## src/splm_pkg.sv

```systemverilog
// How it works
// - The in-position flag is raised while the absolute deviation lies within the in-position window (0 to 2^30, default 25).
// - The window unit setting picks command-pulse deviation (0, default) or feedback-pulse deviation (1) for both windows.
// - Timing mode 0 needs only the window, mode 1 also needs the filtered command at zero, mode 2 the raw command at zero.
// - The approach flag is raised while the absolute deviation is strictly below the approach window (default 25).
// - Each position command is multiplied by the gear numerator and divided by the gear denominator (defaults 4 and 1).
// - A gear ratio below 0.001 or above 64000 raises parameter alarm 040.
// - Two forward and two reverse torque limits of 0 to 800 percent apply at once when changed (defaults 800 and 100).
// - The torque limit field of the network command is applied as a torque limit.
// - Load above rating raises peak overload alarm 710 or continuous overload alarm 720 and stops the motor.
// - The continuous overload current threshold follows the base current setting, 10 to 100 percent, default 100.
// - An overload alarm active at power loss gives overload warning 910 at the next power-up.
// - The overload warning level, 1 to 100 percent of the alarm load, default 20, applies at once.
// - With several torque limits active the smallest one is applied.
// - The network torque limit is applied as one magnitude to both directions.
package splm_pkg;
    localparam int CLK_MHZ = 25;
    localparam int TICK_TIME_US = 1000;
    localparam int TICK_CYCLES = TICK_TIME_US * CLK_MHZ;

    localparam int POS_W = 31;
    localparam int DEV_W = 32;
    localparam int TRQ_W = 10;
    localparam int PCT_W = 7;
    localparam int PROD_W = 62;
    localparam int ACC_W = 24;

    localparam logic [POS_W-1:0] GEAR_NUM_RST = 31'h0000_0004;
    localparam logic [POS_W-1:0] GEAR_DEN_RST = 31'h0000_0001;
    localparam logic [POS_W-1:0] WINDOW_RST = 31'h0000_0019;
    localparam logic [TRQ_W-1:0] TRQ_A_RST = 10'h320;
    localparam logic [TRQ_W-1:0] TRQ_B_RST = 10'h064;
    localparam logic [TRQ_W-1:0] TRQ_MAX = 10'h320;
    localparam logic [PCT_W-1:0] BASE_CUR_RST = 7'h64;
    localparam logic [PCT_W-1:0] WARN_LVL_RST = 7'h14;

    localparam logic [10:0] RATIO_MIN_DIV = 11'h3e8;
    localparam logic [15:0] RATIO_MAX = 16'hfa00;
    localparam logic [6:0] PCT_FULL = 7'h64;

    localparam logic [1:0] MODE_WINDOW = 2'h0;
    localparam logic [1:0] MODE_FILT_ZERO = 2'h1;
    localparam logic [1:0] MODE_RAW_ZERO = 2'h2;

    localparam logic [TRQ_W-1:0] PEAK_CUR_PCT = 10'h12c;
    localparam logic [7:0] PEAK_HOLD_TICKS = 8'h0a;
    localparam logic [ACC_W-1:0] CONT_ALARM_LOAD = 24'h00_4e20;
    localparam logic [ACC_W-1:0] CONT_DECAY = 24'h00_0005;

    localparam logic [9:0] CODE_NONE = 10'h000;
    localparam logic [9:0] CODE_PARAM = 10'h028;
    localparam logic [9:0] CODE_PEAK = 10'h2c6;
    localparam logic [9:0] CODE_CONT = 10'h2d0;
    localparam logic [9:0] CODE_RETAIN = 10'h38e;

    typedef enum logic {DIV_IDLE, DIV_RUN} splm_div_state_e;
endpackage
```

## src/splm_gear_scale.sv

```systemverilog
`timescale 1ns/10ps
module splm_gear_scale
    import splm_pkg::*;
(
    // Clock and reset
    input  wire logic              core_clk,
    input  wire logic              reset,
    // Request
    input  wire logic              start,
    input  wire logic              neg,
    input  wire logic [POS_W-1:0]  mag,
    input  wire logic [POS_W-1:0]  num,
    input  wire logic [POS_W-1:0]  den,
    // Answer
    output logic                   busy,
    output logic                   done,
    output logic signed [DEV_W-1:0] result
);
    splm_div_state_e   state;
    logic [5:0]        cnt;
    logic [PROD_W-1:0] dvd;
    logic [POS_W-1:0]  rem;
    logic              sign;

    wire [PROD_W-1:0] product = PROD_W'(mag) * PROD_W'(num);
    wire [POS_W:0]    trial   = {rem, dvd[PROD_W-1]};
    wire              fits    = trial >= {1'b0, den};
    wire [POS_W:0]    next_rem_w = fits ? trial - {1'b0, den} : trial;
    wire              ovf     = |dvd[PROD_W-1:POS_W];
    wire [POS_W-1:0]  qmag    = ovf ? {POS_W{1'b1}} : dvd[POS_W-1:0];
    wire signed [DEV_W-1:0] signed_q = sign ? -$signed({1'b0, qmag}) : $signed({1'b0, qmag});

    assign busy = (state == DIV_RUN);

    always_ff @(posedge core_clk) begin
        if (reset) begin
            state  <= DIV_IDLE;
            cnt    <= 6'h00;
            dvd    <= '0;
            rem    <= '0;
            sign   <= 1'b0;
            done   <= 1'b0;
            result <= '0;
        end else begin
            done <= 1'b0;
            case (state)
                DIV_IDLE: begin
                    if (start) begin
                        dvd   <= product;
                        rem   <= '0;
                        sign  <= neg;
                        cnt   <= 6'h00;
                        state <= DIV_RUN;
                    end
                end
                DIV_RUN: begin
                    if (cnt == 6'(PROD_W)) begin
                        result <= signed_q;
                        done   <= 1'b1;
                        state  <= DIV_IDLE;
                    end else begin
                        rem <= next_rem_w[POS_W-1:0];
                        dvd <= {dvd[PROD_W-2:0], fits};
                        cnt <= cnt + 6'h01;
                    end
                end
                default: state <= DIV_IDLE;
            endcase
        end
    end
endmodule

```

## src/splm_monitor.sv

```systemverilog
`timescale 1ns/10ps
module splm_monitor
    import splm_pkg::*;
#(
    parameter int TICK_CYC = TICK_CYCLES
) (
    // Clock and reset
    input  wire logic                    core_clk,
    input  wire logic                    reset,
    // Power-up settings
    input  wire logic [POS_W-1:0]        gear_num,
    input  wire logic [POS_W-1:0]        gear_den,
    input  wire logic                    window_unit,
    input  wire logic [1:0]              in_position_timing,
    input  wire logic [PCT_W-1:0]        overload_base_current,
    input  wire logic                    ovl_retain_in,
    // Live settings
    input  wire logic [POS_W-1:0]        in_position_window,
    input  wire logic [POS_W-1:0]        approach_window,
    input  wire logic [TRQ_W-1:0]        fwd_torque_limit_a,
    input  wire logic [TRQ_W-1:0]        rev_torque_limit_a,
    input  wire logic [TRQ_W-1:0]        fwd_torque_limit_b,
    input  wire logic [TRQ_W-1:0]        rev_torque_limit_b,
    input  wire logic [PCT_W-1:0]        overload_warning_level,
    // Limit select pins
    input  wire logic                    fwd_limit_sel_pin,
    input  wire logic                    rev_limit_sel_pin,
    // Network command
    input  wire logic                    cmd_valid,
    input  wire logic signed [DEV_W-1:0] cmd_delta,
    input  wire logic                    net_torque_limit_en,
    input  wire logic [15:0]             net_torque_limit_field,
    // Position loop
    input  wire logic signed [DEV_W-1:0] dev_command_pulse_unit,
    input  wire logic signed [DEV_W-1:0] dev_feedback_pulse_unit,
    input  wire logic                    filt_cmd_zero,
    input  wire logic                    raw_cmd_zero,
    input  wire logic [TRQ_W-1:0]        motor_current_pct,
    input  wire logic                    alarm_clear,
    // Scaled command
    output logic                         cmd_ready,
    output logic                         scaled_valid,
    output logic signed [DEV_W-1:0]      scaled_cmd,
    // Status
    output logic                         in_position_flag,
    output logic                         approach_flag,
    output logic [TRQ_W-1:0]             fwd_torque_limit_eff,
    output logic [TRQ_W-1:0]             rev_torque_limit_eff,
    output logic                         param_alarm,
    output logic                         alarm_peak,
    output logic                         alarm_cont,
    output logic                         overload_warning,
    output logic                         motor_stop,
    output logic                         ovl_retain_out,
    output logic [9:0]                   alarm_code
);
    // Power-up captured settings
    logic             settled;
    logic [POS_W-1:0] cap_num;
    logic [POS_W-1:0] cap_den;
    logic             cap_unit;
    logic [1:0]       cap_mode;
    logic [PCT_W-1:0] cap_base;
    logic             warn_retain;

    always_ff @(posedge core_clk) begin
        if (reset) begin
            settled  <= 1'b0;
            cap_num  <= GEAR_NUM_RST;
            cap_den  <= GEAR_DEN_RST;
            cap_unit <= 1'b0;
            cap_mode <= MODE_WINDOW;
            cap_base <= BASE_CUR_RST;
        end else if (!settled) begin
            settled  <= 1'b1;
            cap_num  <= gear_num;
            cap_den  <= gear_den;
            cap_unit <= window_unit;
            cap_mode <= in_position_timing;
            cap_base <= overload_base_current;
        end
    end

    // Gear scaling
    logic div_busy;
    wire  start   = cmd_valid && cmd_ready;
    wire  cmd_neg = cmd_delta[DEV_W-1];
    wire [DEV_W-1:0] cmd_abs = cmd_neg ? DEV_W'(-cmd_delta) : DEV_W'(cmd_delta);

    splm_gear_scale u_scale (
        .core_clk (core_clk),
        .reset    (reset),
        .start    (start),
        .neg      (cmd_neg),
        .mag      (cmd_abs[POS_W-1:0]),
        .num      (cap_num),
        .den      (cap_den),
        .busy     (div_busy),
        .done     (scaled_valid),
        .result   (scaled_cmd)
    );

    always_ff @(posedge core_clk) begin
        if (reset)
            cmd_ready <= 1'b0;
        else
            cmd_ready <= settled && !div_busy && !start && !scaled_valid;
    end

    // Gear ratio range check
    wire [41:0] num_k   = 42'(cap_num) * 42'(RATIO_MIN_DIV);
    wire [47:0] den_max = 48'(cap_den) * 48'(RATIO_MAX);
    wire        ratio_bad = (num_k < 42'(cap_den)) || (48'(cap_num) > den_max);

    // Deviation windows
    wire signed [DEV_W-1:0] dev_sel = cap_unit ? dev_feedback_pulse_unit : dev_command_pulse_unit;
    wire [DEV_W-1:0] abs_dev = dev_sel[DEV_W-1] ? DEV_W'(-dev_sel) : DEV_W'(dev_sel);
    wire in_win       = abs_dev <= DEV_W'(in_position_window);
    wire approach_win = abs_dev < DEV_W'(approach_window);
    wire mode_ok  = (cap_mode == MODE_FILT_ZERO) ? filt_cmd_zero :
                    (cap_mode == MODE_RAW_ZERO) ? raw_cmd_zero : 1'b1;

    // Torque limits
    logic fwd_s1, fwd_s2, rev_s1, rev_s2;
    function automatic logic [TRQ_W-1:0] tmin(input logic [TRQ_W-1:0] a, input logic [TRQ_W-1:0] b);
        tmin = (a < b) ? a : b;
    endfunction
    wire [TRQ_W-1:0] net_lim = (net_torque_limit_field > 16'(TRQ_MAX)) ? TRQ_MAX
                             : net_torque_limit_field[TRQ_W-1:0];
    wire [TRQ_W-1:0] net_eff = net_torque_limit_en ? net_lim : TRQ_MAX;
    wire [TRQ_W-1:0] fwd_b   = fwd_s2 ? fwd_torque_limit_b : TRQ_MAX;
    wire [TRQ_W-1:0] rev_b   = rev_s2 ? rev_torque_limit_b : TRQ_MAX;
    wire [TRQ_W-1:0] next_fwd_lim = tmin(tmin(fwd_torque_limit_a, fwd_b), net_eff);
    wire [TRQ_W-1:0] next_rev_lim = tmin(tmin(rev_torque_limit_a, rev_b), net_eff);

    // Overload timing
    localparam int TICK_W = $clog2(TICK_CYC);
    localparam logic [TICK_W-1:0] TICK_LAST = TICK_W'(TICK_CYC - 1);
    logic [TICK_W-1:0]           tick_cnt;
    wire                         tick_wrap = (tick_cnt == TICK_LAST);
    logic                        tick;
    logic [7:0]                  peak_cnt;
    logic [ACC_W-1:0]            load_acc;
    wire  over_peak = motor_current_pct > PEAK_CUR_PCT;
    wire  over_base = motor_current_pct > TRQ_W'(cap_base);
    wire [ACC_W-1:0] excess = ACC_W'(motor_current_pct - TRQ_W'(cap_base));
    wire  peak_hit  = tick && over_peak && (peak_cnt == PEAK_HOLD_TICKS - 8'h01);
    wire  cont_hit  = load_acc >= CONT_ALARM_LOAD;
    wire [31:0] acc_pct  = 32'(load_acc) * 32'(PCT_FULL);
    wire [31:0] warn_thr = 32'(CONT_ALARM_LOAD) * 32'(overload_warning_level);
    wire  warn_hit  = acc_pct >= warn_thr;
    wire  next_peak = peak_hit || (alarm_peak && !alarm_clear);
    wire  next_cont = cont_hit || (alarm_cont && !alarm_clear);
    wire  next_retain = (!settled && ovl_retain_in) || (warn_retain && !alarm_clear);
    wire [9:0] next_code = param_alarm ? CODE_PARAM : next_peak ? CODE_PEAK : next_cont ? CODE_CONT
                         : next_retain ? CODE_RETAIN : CODE_NONE;

    always_ff @(posedge core_clk) begin
        if (reset) begin
            tick_cnt <= '0;
            tick     <= 1'b0;
        end else begin
            tick     <= tick_wrap;
            tick_cnt <= tick_wrap ? '0 : tick_cnt + TICK_W'(1);
        end
    end

    always_ff @(posedge core_clk) begin
        if (reset) begin
            peak_cnt <= 8'h00;
            load_acc <= '0;
        end else if (tick) begin
            peak_cnt <= over_peak ? ((peak_cnt == PEAK_HOLD_TICKS) ? peak_cnt : peak_cnt + 8'h01) : 8'h00;
            if (over_base)
                load_acc <= cont_hit ? load_acc : load_acc + excess;
            else
                load_acc <= (load_acc > CONT_DECAY) ? load_acc - CONT_DECAY : '0;
        end
    end

    always_ff @(posedge core_clk) begin
        if (reset) begin
            fwd_s1 <= 1'b0;
            fwd_s2 <= 1'b0;
            rev_s1 <= 1'b0;
            rev_s2 <= 1'b0;
            in_position_flag     <= 1'b0;
            approach_flag        <= 1'b0;
            fwd_torque_limit_eff <= TRQ_A_RST;
            rev_torque_limit_eff <= TRQ_A_RST;
            param_alarm      <= 1'b0;
            alarm_peak       <= 1'b0;
            alarm_cont       <= 1'b0;
            warn_retain      <= 1'b0;
            overload_warning <= 1'b0;
            motor_stop       <= 1'b0;
            ovl_retain_out   <= 1'b0;
            alarm_code       <= CODE_NONE;
        end else begin
            fwd_s1 <= fwd_limit_sel_pin;
            fwd_s2 <= fwd_s1;
            rev_s1 <= rev_limit_sel_pin;
            rev_s2 <= rev_s1;
            in_position_flag     <= settled && in_win && mode_ok;
            approach_flag        <= settled && approach_win;
            fwd_torque_limit_eff <= next_fwd_lim;
            rev_torque_limit_eff <= next_rev_lim;
            param_alarm      <= settled && ratio_bad;
            alarm_peak       <= next_peak;
            alarm_cont       <= next_cont;
            warn_retain      <= next_retain;
            overload_warning <= next_retain || (settled && warn_hit);
            motor_stop       <= next_peak || next_cont || param_alarm;
            ovl_retain_out   <= next_peak || next_cont;
            alarm_code       <= next_code;
        end
    end

    // Checks
    gear_range_a: assert property (@(posedge core_clk) disable iff (reset)
        settled && ratio_bad |=> param_alarm)
        else $error("gear ratio out of range without alarm");
    in_window_a: assert property (@(posedge core_clk) disable iff (reset)
        settled && cap_mode == MODE_WINDOW && abs_dev <= DEV_W'(in_position_window) |=> in_position_flag)
        else $error("in-position flag missing inside window");
    raw_zero_a: assert property (@(posedge core_clk) disable iff (reset)
        cap_mode == MODE_RAW_ZERO && !raw_cmd_zero |=> !in_position_flag)
        else $error("in-position flag set while command not zero");
    unit_sel_a: assert property (@(posedge core_clk) disable iff (reset)
        settled && cap_unit && dev_feedback_pulse_unit == 32'sh0 && cap_mode == MODE_WINDOW |=> in_position_flag)
        else $error("feedback unit deviation not used");
    approach_edge_a: assert property (@(posedge core_clk) disable iff (reset)
        abs_dev >= DEV_W'(approach_window) |=> !approach_flag)
        else $error("approach flag set at or above window");
    torque_min_a: assert property (@(posedge core_clk) disable iff (reset)
        1'b1 |=> fwd_torque_limit_eff <= $past(fwd_torque_limit_a) && rev_torque_limit_eff <= $past(rev_torque_limit_a))
        else $error("torque limit above parameter limit");
    net_both_a: assert property (@(posedge core_clk) disable iff (reset)
        net_torque_limit_en && net_torque_limit_field == 16'h0000 |=> fwd_torque_limit_eff == 10'h000
        && rev_torque_limit_eff == 10'h000)
        else $error("network torque limit not applied to both directions");
    stop_alarm_a: assert property (@(posedge core_clk) disable iff (reset)
        alarm_peak || alarm_cont |-> motor_stop && ovl_retain_out)
        else $error("overload alarm without stop");
    warn_level_a: assert property (@(posedge core_clk) disable iff (reset)
        settled && warn_hit |=> overload_warning)
        else $error("overload warning missing");
    hold_cfg_a: assert property (@(posedge core_clk) disable iff (reset)
        settled |=> $stable(cap_num) && $stable(cap_den) && $stable(cap_unit) && $stable(cap_mode)
        && $stable(cap_base))
        else $error("power-up settings changed");
    scale_done_a: assert property (@(posedge core_clk) disable iff (reset)
        start |-> ##[64:66] scaled_valid)
        else $error("scaled command late");
endmodule

```

## config.mk

```make
export PLATFORM = sky130hd
export DESIGN_NAME = splm_monitor
export DESIGN_NICKNAME = d
export VERILOG_FILES = /design/src/splm_pkg.sv /design/src/splm_gear_scale.sv /design/src/splm_monitor.sv
export SDC_FILE = /design/constraint.sdc
export NUM_CORES = 2
export LEC_CHECK = 0
export BUFFER_PORTS_ARGS = -buffer_cell sky130_fd_sc_hd__buf_2
export CORE_ASPECT_RATIO = 1.4
export CORE_MARGIN = 2
export CORE_UTILIZATION = 57
export DETAILED_ROUTE_END_ITERATION = 8
export PLACE_DENSITY = 0.83
export SETUP_SLACK_MARGIN = 0.02
export SLEW_MARGIN = 20
export SYNTH_ARGS = -nofsm -noshare
export SYNTH_HDL_FRONTEND = slang
export SYNTH_SLANG_ARGS = --single-unit
```

## constraint.sdc

```tcl
create_clock -name core_clk -period 13.26 [get_ports core_clk]
set_clock_uncertainty 0.15 [all_clocks]
set_input_delay 0 -clock core_clk [delete_from_list [all_inputs] [get_ports core_clk]]
set_output_delay 0 -clock core_clk [all_outputs]
set_load 0.05 [all_outputs]
```

==> flow_metrics.env <==
export IMPL_post_dp_hpwl_um=160000
export IMPL_max_cap_violations=0
export IMPL_setup_ws_ns=2.84
export IMPL_post_layout_nonfiller_instances=9517
export IMPL_yosys_warnings=0
export IMPL_synth_net_count=9868
export IMPL_grt_start_max_net_pins=101
export IMPL_first_iter_violations=4247
export IMPL_syn_avg_cell_area_um2=8.69
export IMPL_critical_path_top_delay_family="adder cells"
export IMPL_final_min_clock_period_ns=10.42
export IMPL_layout_area_overhead_pct=9.43
export IMPL_synth_top_cell_area_share_pct=33.0
export IMPL_grt_first_pass_wirelength_um=327000
export IMPL_worst_hold_path_type="input port to register"
export IMPL_design_die_area_um2=119000
export IMPL_drive_above_1_share_pct=7.90
export IMPL_clkTransAtPathRegs_ns=0.07
export IMPL_detail_route_drc_violations=0
export IMPL_dieHeight_um=408
export IMPL_met1_length_um=69100
export IMPL_slew_headroom_pct=24.3
export IMPL_fin_nets=10200
export IMPL_average_detailed_routed_wire_length_per_instance_um=21.4
export IMPL_place_congestion=0.997
export IMPL_first_global_vias=62100
export IMPL_ant_nets=0
export IMPL_most_instantiated_flip_flop_cell_in_the_synthesis_netlist="dfxtp_1"
export IMPL_synth_top_cell_by_area="fa_1"
export IMPL_ioPinCount=385
export IMPL_number_of_unique_standard_cell_types_used_by_synthesis=93
export IMPL_crit_fanout=27
export IMPL_post_place_ws_ns=2.43
export IMPL_routed_top_layer="met5"
export IMPL_viasPerCell=6.04
export IMPL_arrival_ns=10.76
export IMPL_vias=57500
export IMPL_insertion_delay_of_the_later_clocked_pin_in_the_worst_skew_pair_ns=0.59
export IMPL_timing_final_hold_violations=0
export IMPL_flip_flop_and_latch_count_after_synthesis=296
export IMPL_post_cts_resized=0
export IMPL_worstPathRequired_ns=13.60
export IMPL_initial_cell_density_of_the_core_pct=57.3
export IMPL_firstDrtPassIters=6
export IMPL_grt_usage_pct=34.7
export IMPL_rrSetupSlack_ns=3.30
export IMPL_synth_common_cells="inv_1, fa_1, nand2_1"
export IMPL_clock_tree_buffer_depth=3
export IMPL_fin_crit_sh_pct=78.6
export IMPL_yosysMostFrequentCell="inv_1"
export IMPL_wl_met2_um=100000
export IMPL_cp_slowest_stage_delay_ns=0.77
export IMPL_post_route_cell_area_um2=72800
export IMPL_std_cell_rows=148
export IMPL_outcome="finished clean"
export IMPL_cp_dominant_cell_by_count="fa_1"
export IMPL_timing_critical_path_from_type="input port"
export IMPL_leakagePower_uw=0.0371
export IMPL_final_report_setup_violation_count=0
export IMPL_worst_path_buf_inv=6
export IMPL_seq_area_frac_synth_pct=8.91
export IMPL_routed_length_on_met3_um=17400
export IMPL_drt_wl_total_um=204000
export IMPL_fin_tns_setup_ns=0
export IMPL_async_flop_share_pct=0
export IMPL_placedCellCount=9294
export IMPL_post_synth_instance_area_um2=66500
export IMPL_slew_violations=0
export IMPL_worstMarginPinSlew_ns=1.13
export IMPL_placement_cell_area_um2=70000
export IMPL_core_area_um2=116000
export IMPL_numPortBuffers=383
export IMPL_clock_tree_htree_level_count=2
export IMPL_grt_antenna_before_repair=9
export IMPL_grt_setup_unrepaired="false"
export IMPL_synth_enable_flop_cells=0
export IMPL_tritoncts_num_buffers=35
export IMPL_die_x_um=293
export IMPL_power_density_nw_per_um2=234
export IMPL_synthCells=7657
export IMPL_synth_area_top_cells="fa_1, ha_1, dfxtp_1"
export IMPL_ir_drop_v=0.000490
export IMPL_numClockSinks=296
export IMPL_cts_tree="done"
export IMPL_grt_overflow=0
export IMPL_clock_fmax_ghz=0.0960
export IMPL_end_kind="register"
export IMPL_critical_path_slowest_cell="xnor2_2"
export IMPL_clockRootBuffer="clkbuf_16"
export IMPL_worst_setup_path_type="input port to register"
[where the power goes]
part	leakage, uW	internal [uW]	switching (uW)
Sequential	0.00242	962	103
Clock	0.000580	604	450
Combinational	0.0341	5460	9440
Total	0.0371	7020	10000
[per-stage QoR]
stage,power [uW],util [%],hold WS [ns]
after global routing,18500,62.7,0.0637
after detailed placement,15400,60.3,0.0736
final,17000,62.7,0.0353
after floorplan,10900,-,-0.0249
after global placement,15300,60.3,0.0749
after CTS,16600,62.7,0.0121
[layer usage]
metal	vias up	track usage, %
met5	-	0
met4	4	24.5
met3	973	6.28
met2	2816	59.7
met1	28200	38.6
li1	25500	-
[cell type report]
class	count	area, um2
Sequential cell	296	5950
Antenna cell	7	17.5
Fill cell	9282	43300
Multi-Input combinational cell	5824	55100
Tap cell	1500	1880
Inverter	1196	4490
Clock buffer	47	1010
Clock inverter	16	191
Timing Repair Buffer	631	4170
[worst paths after layout]
path,from,end,depth (start not counted)
min,gear_den[27],cap_den[27],4
max reg2reg,cap_num[6],u_scale.dvd[61],26
min reg2reg,u_scale.done,cmd_ready,1
max,cmd_delta[0],u_scale.dvd[51],33
[tightest hold or removal path: stages]
cell           delay, ns
dlygate4sd3_1       0.51
buf_2               0.09
mux2i_1             0.05
nor2_1              0.07
[flip-flops by register name (all words and copies together), names as in the netlist, 2 cells and up]
signal,cells
alarm_code,7
cap_base,7
cap_den,31
cap_mode,2
cap_num,31
fwd_torque_limit_eff,10
load_acc,24
peak_cnt,8
rev_torque_limit_eff,10
tick_cnt,15
u_scale.cnt,6
u_scale.dvd,62
u_scale.rem,31
u_scale.result,32
[timing repair]
action                                 in CTS  in global routing
endpoints found under the hold margin     141                  0
setup buffers                               0                  0
hold buffers                              153                  0
setup endpoints to repair                   0                  0
[cell families (layout without fill, tap and decap cells)]
| logic type | count (synthesis) | count (layout) | share of synthesized area [%] |
|---|---|---|---|
| xor gates and xnor gates | 279 | 279 | 3.67 |
| AOI/OAI and AO/OA | 1289 | 1289 | 12.5 |
| muxes | 145 | 145 | 2.19 |
| other | 1 | 8 | 0.00564 |
| DFF | 296 | 296 | 8.91 |
| adders and majority gates | 1898 | 1898 | 48.1 |
| buffers and inverters | 1537 | 1890 | 8.71 |
| and+or+nand+nor | 2212 | 2212 | 15.9 |
[layout by cell type, fill, tap and decap left out, types with 153 or more instances in the layout]
| master | count |
|---|---|
| a21o_1 | 165 |
| a21oi_1 | 316 |
| and2_1 | 403 |
| buf_2 | 382 |
| dfxtp_1 | 282 |
| dlygate4sd3_1 | 153 |
| fa_1 | 1095 |
| ha_1 | 803 |
| inv_1 | 1190 |
| nand2_1 | 814 |
| nor2_1 | 472 |
| o21ai_0 | 308 |
Note: power is estimated with default switching activity, not from simulation.
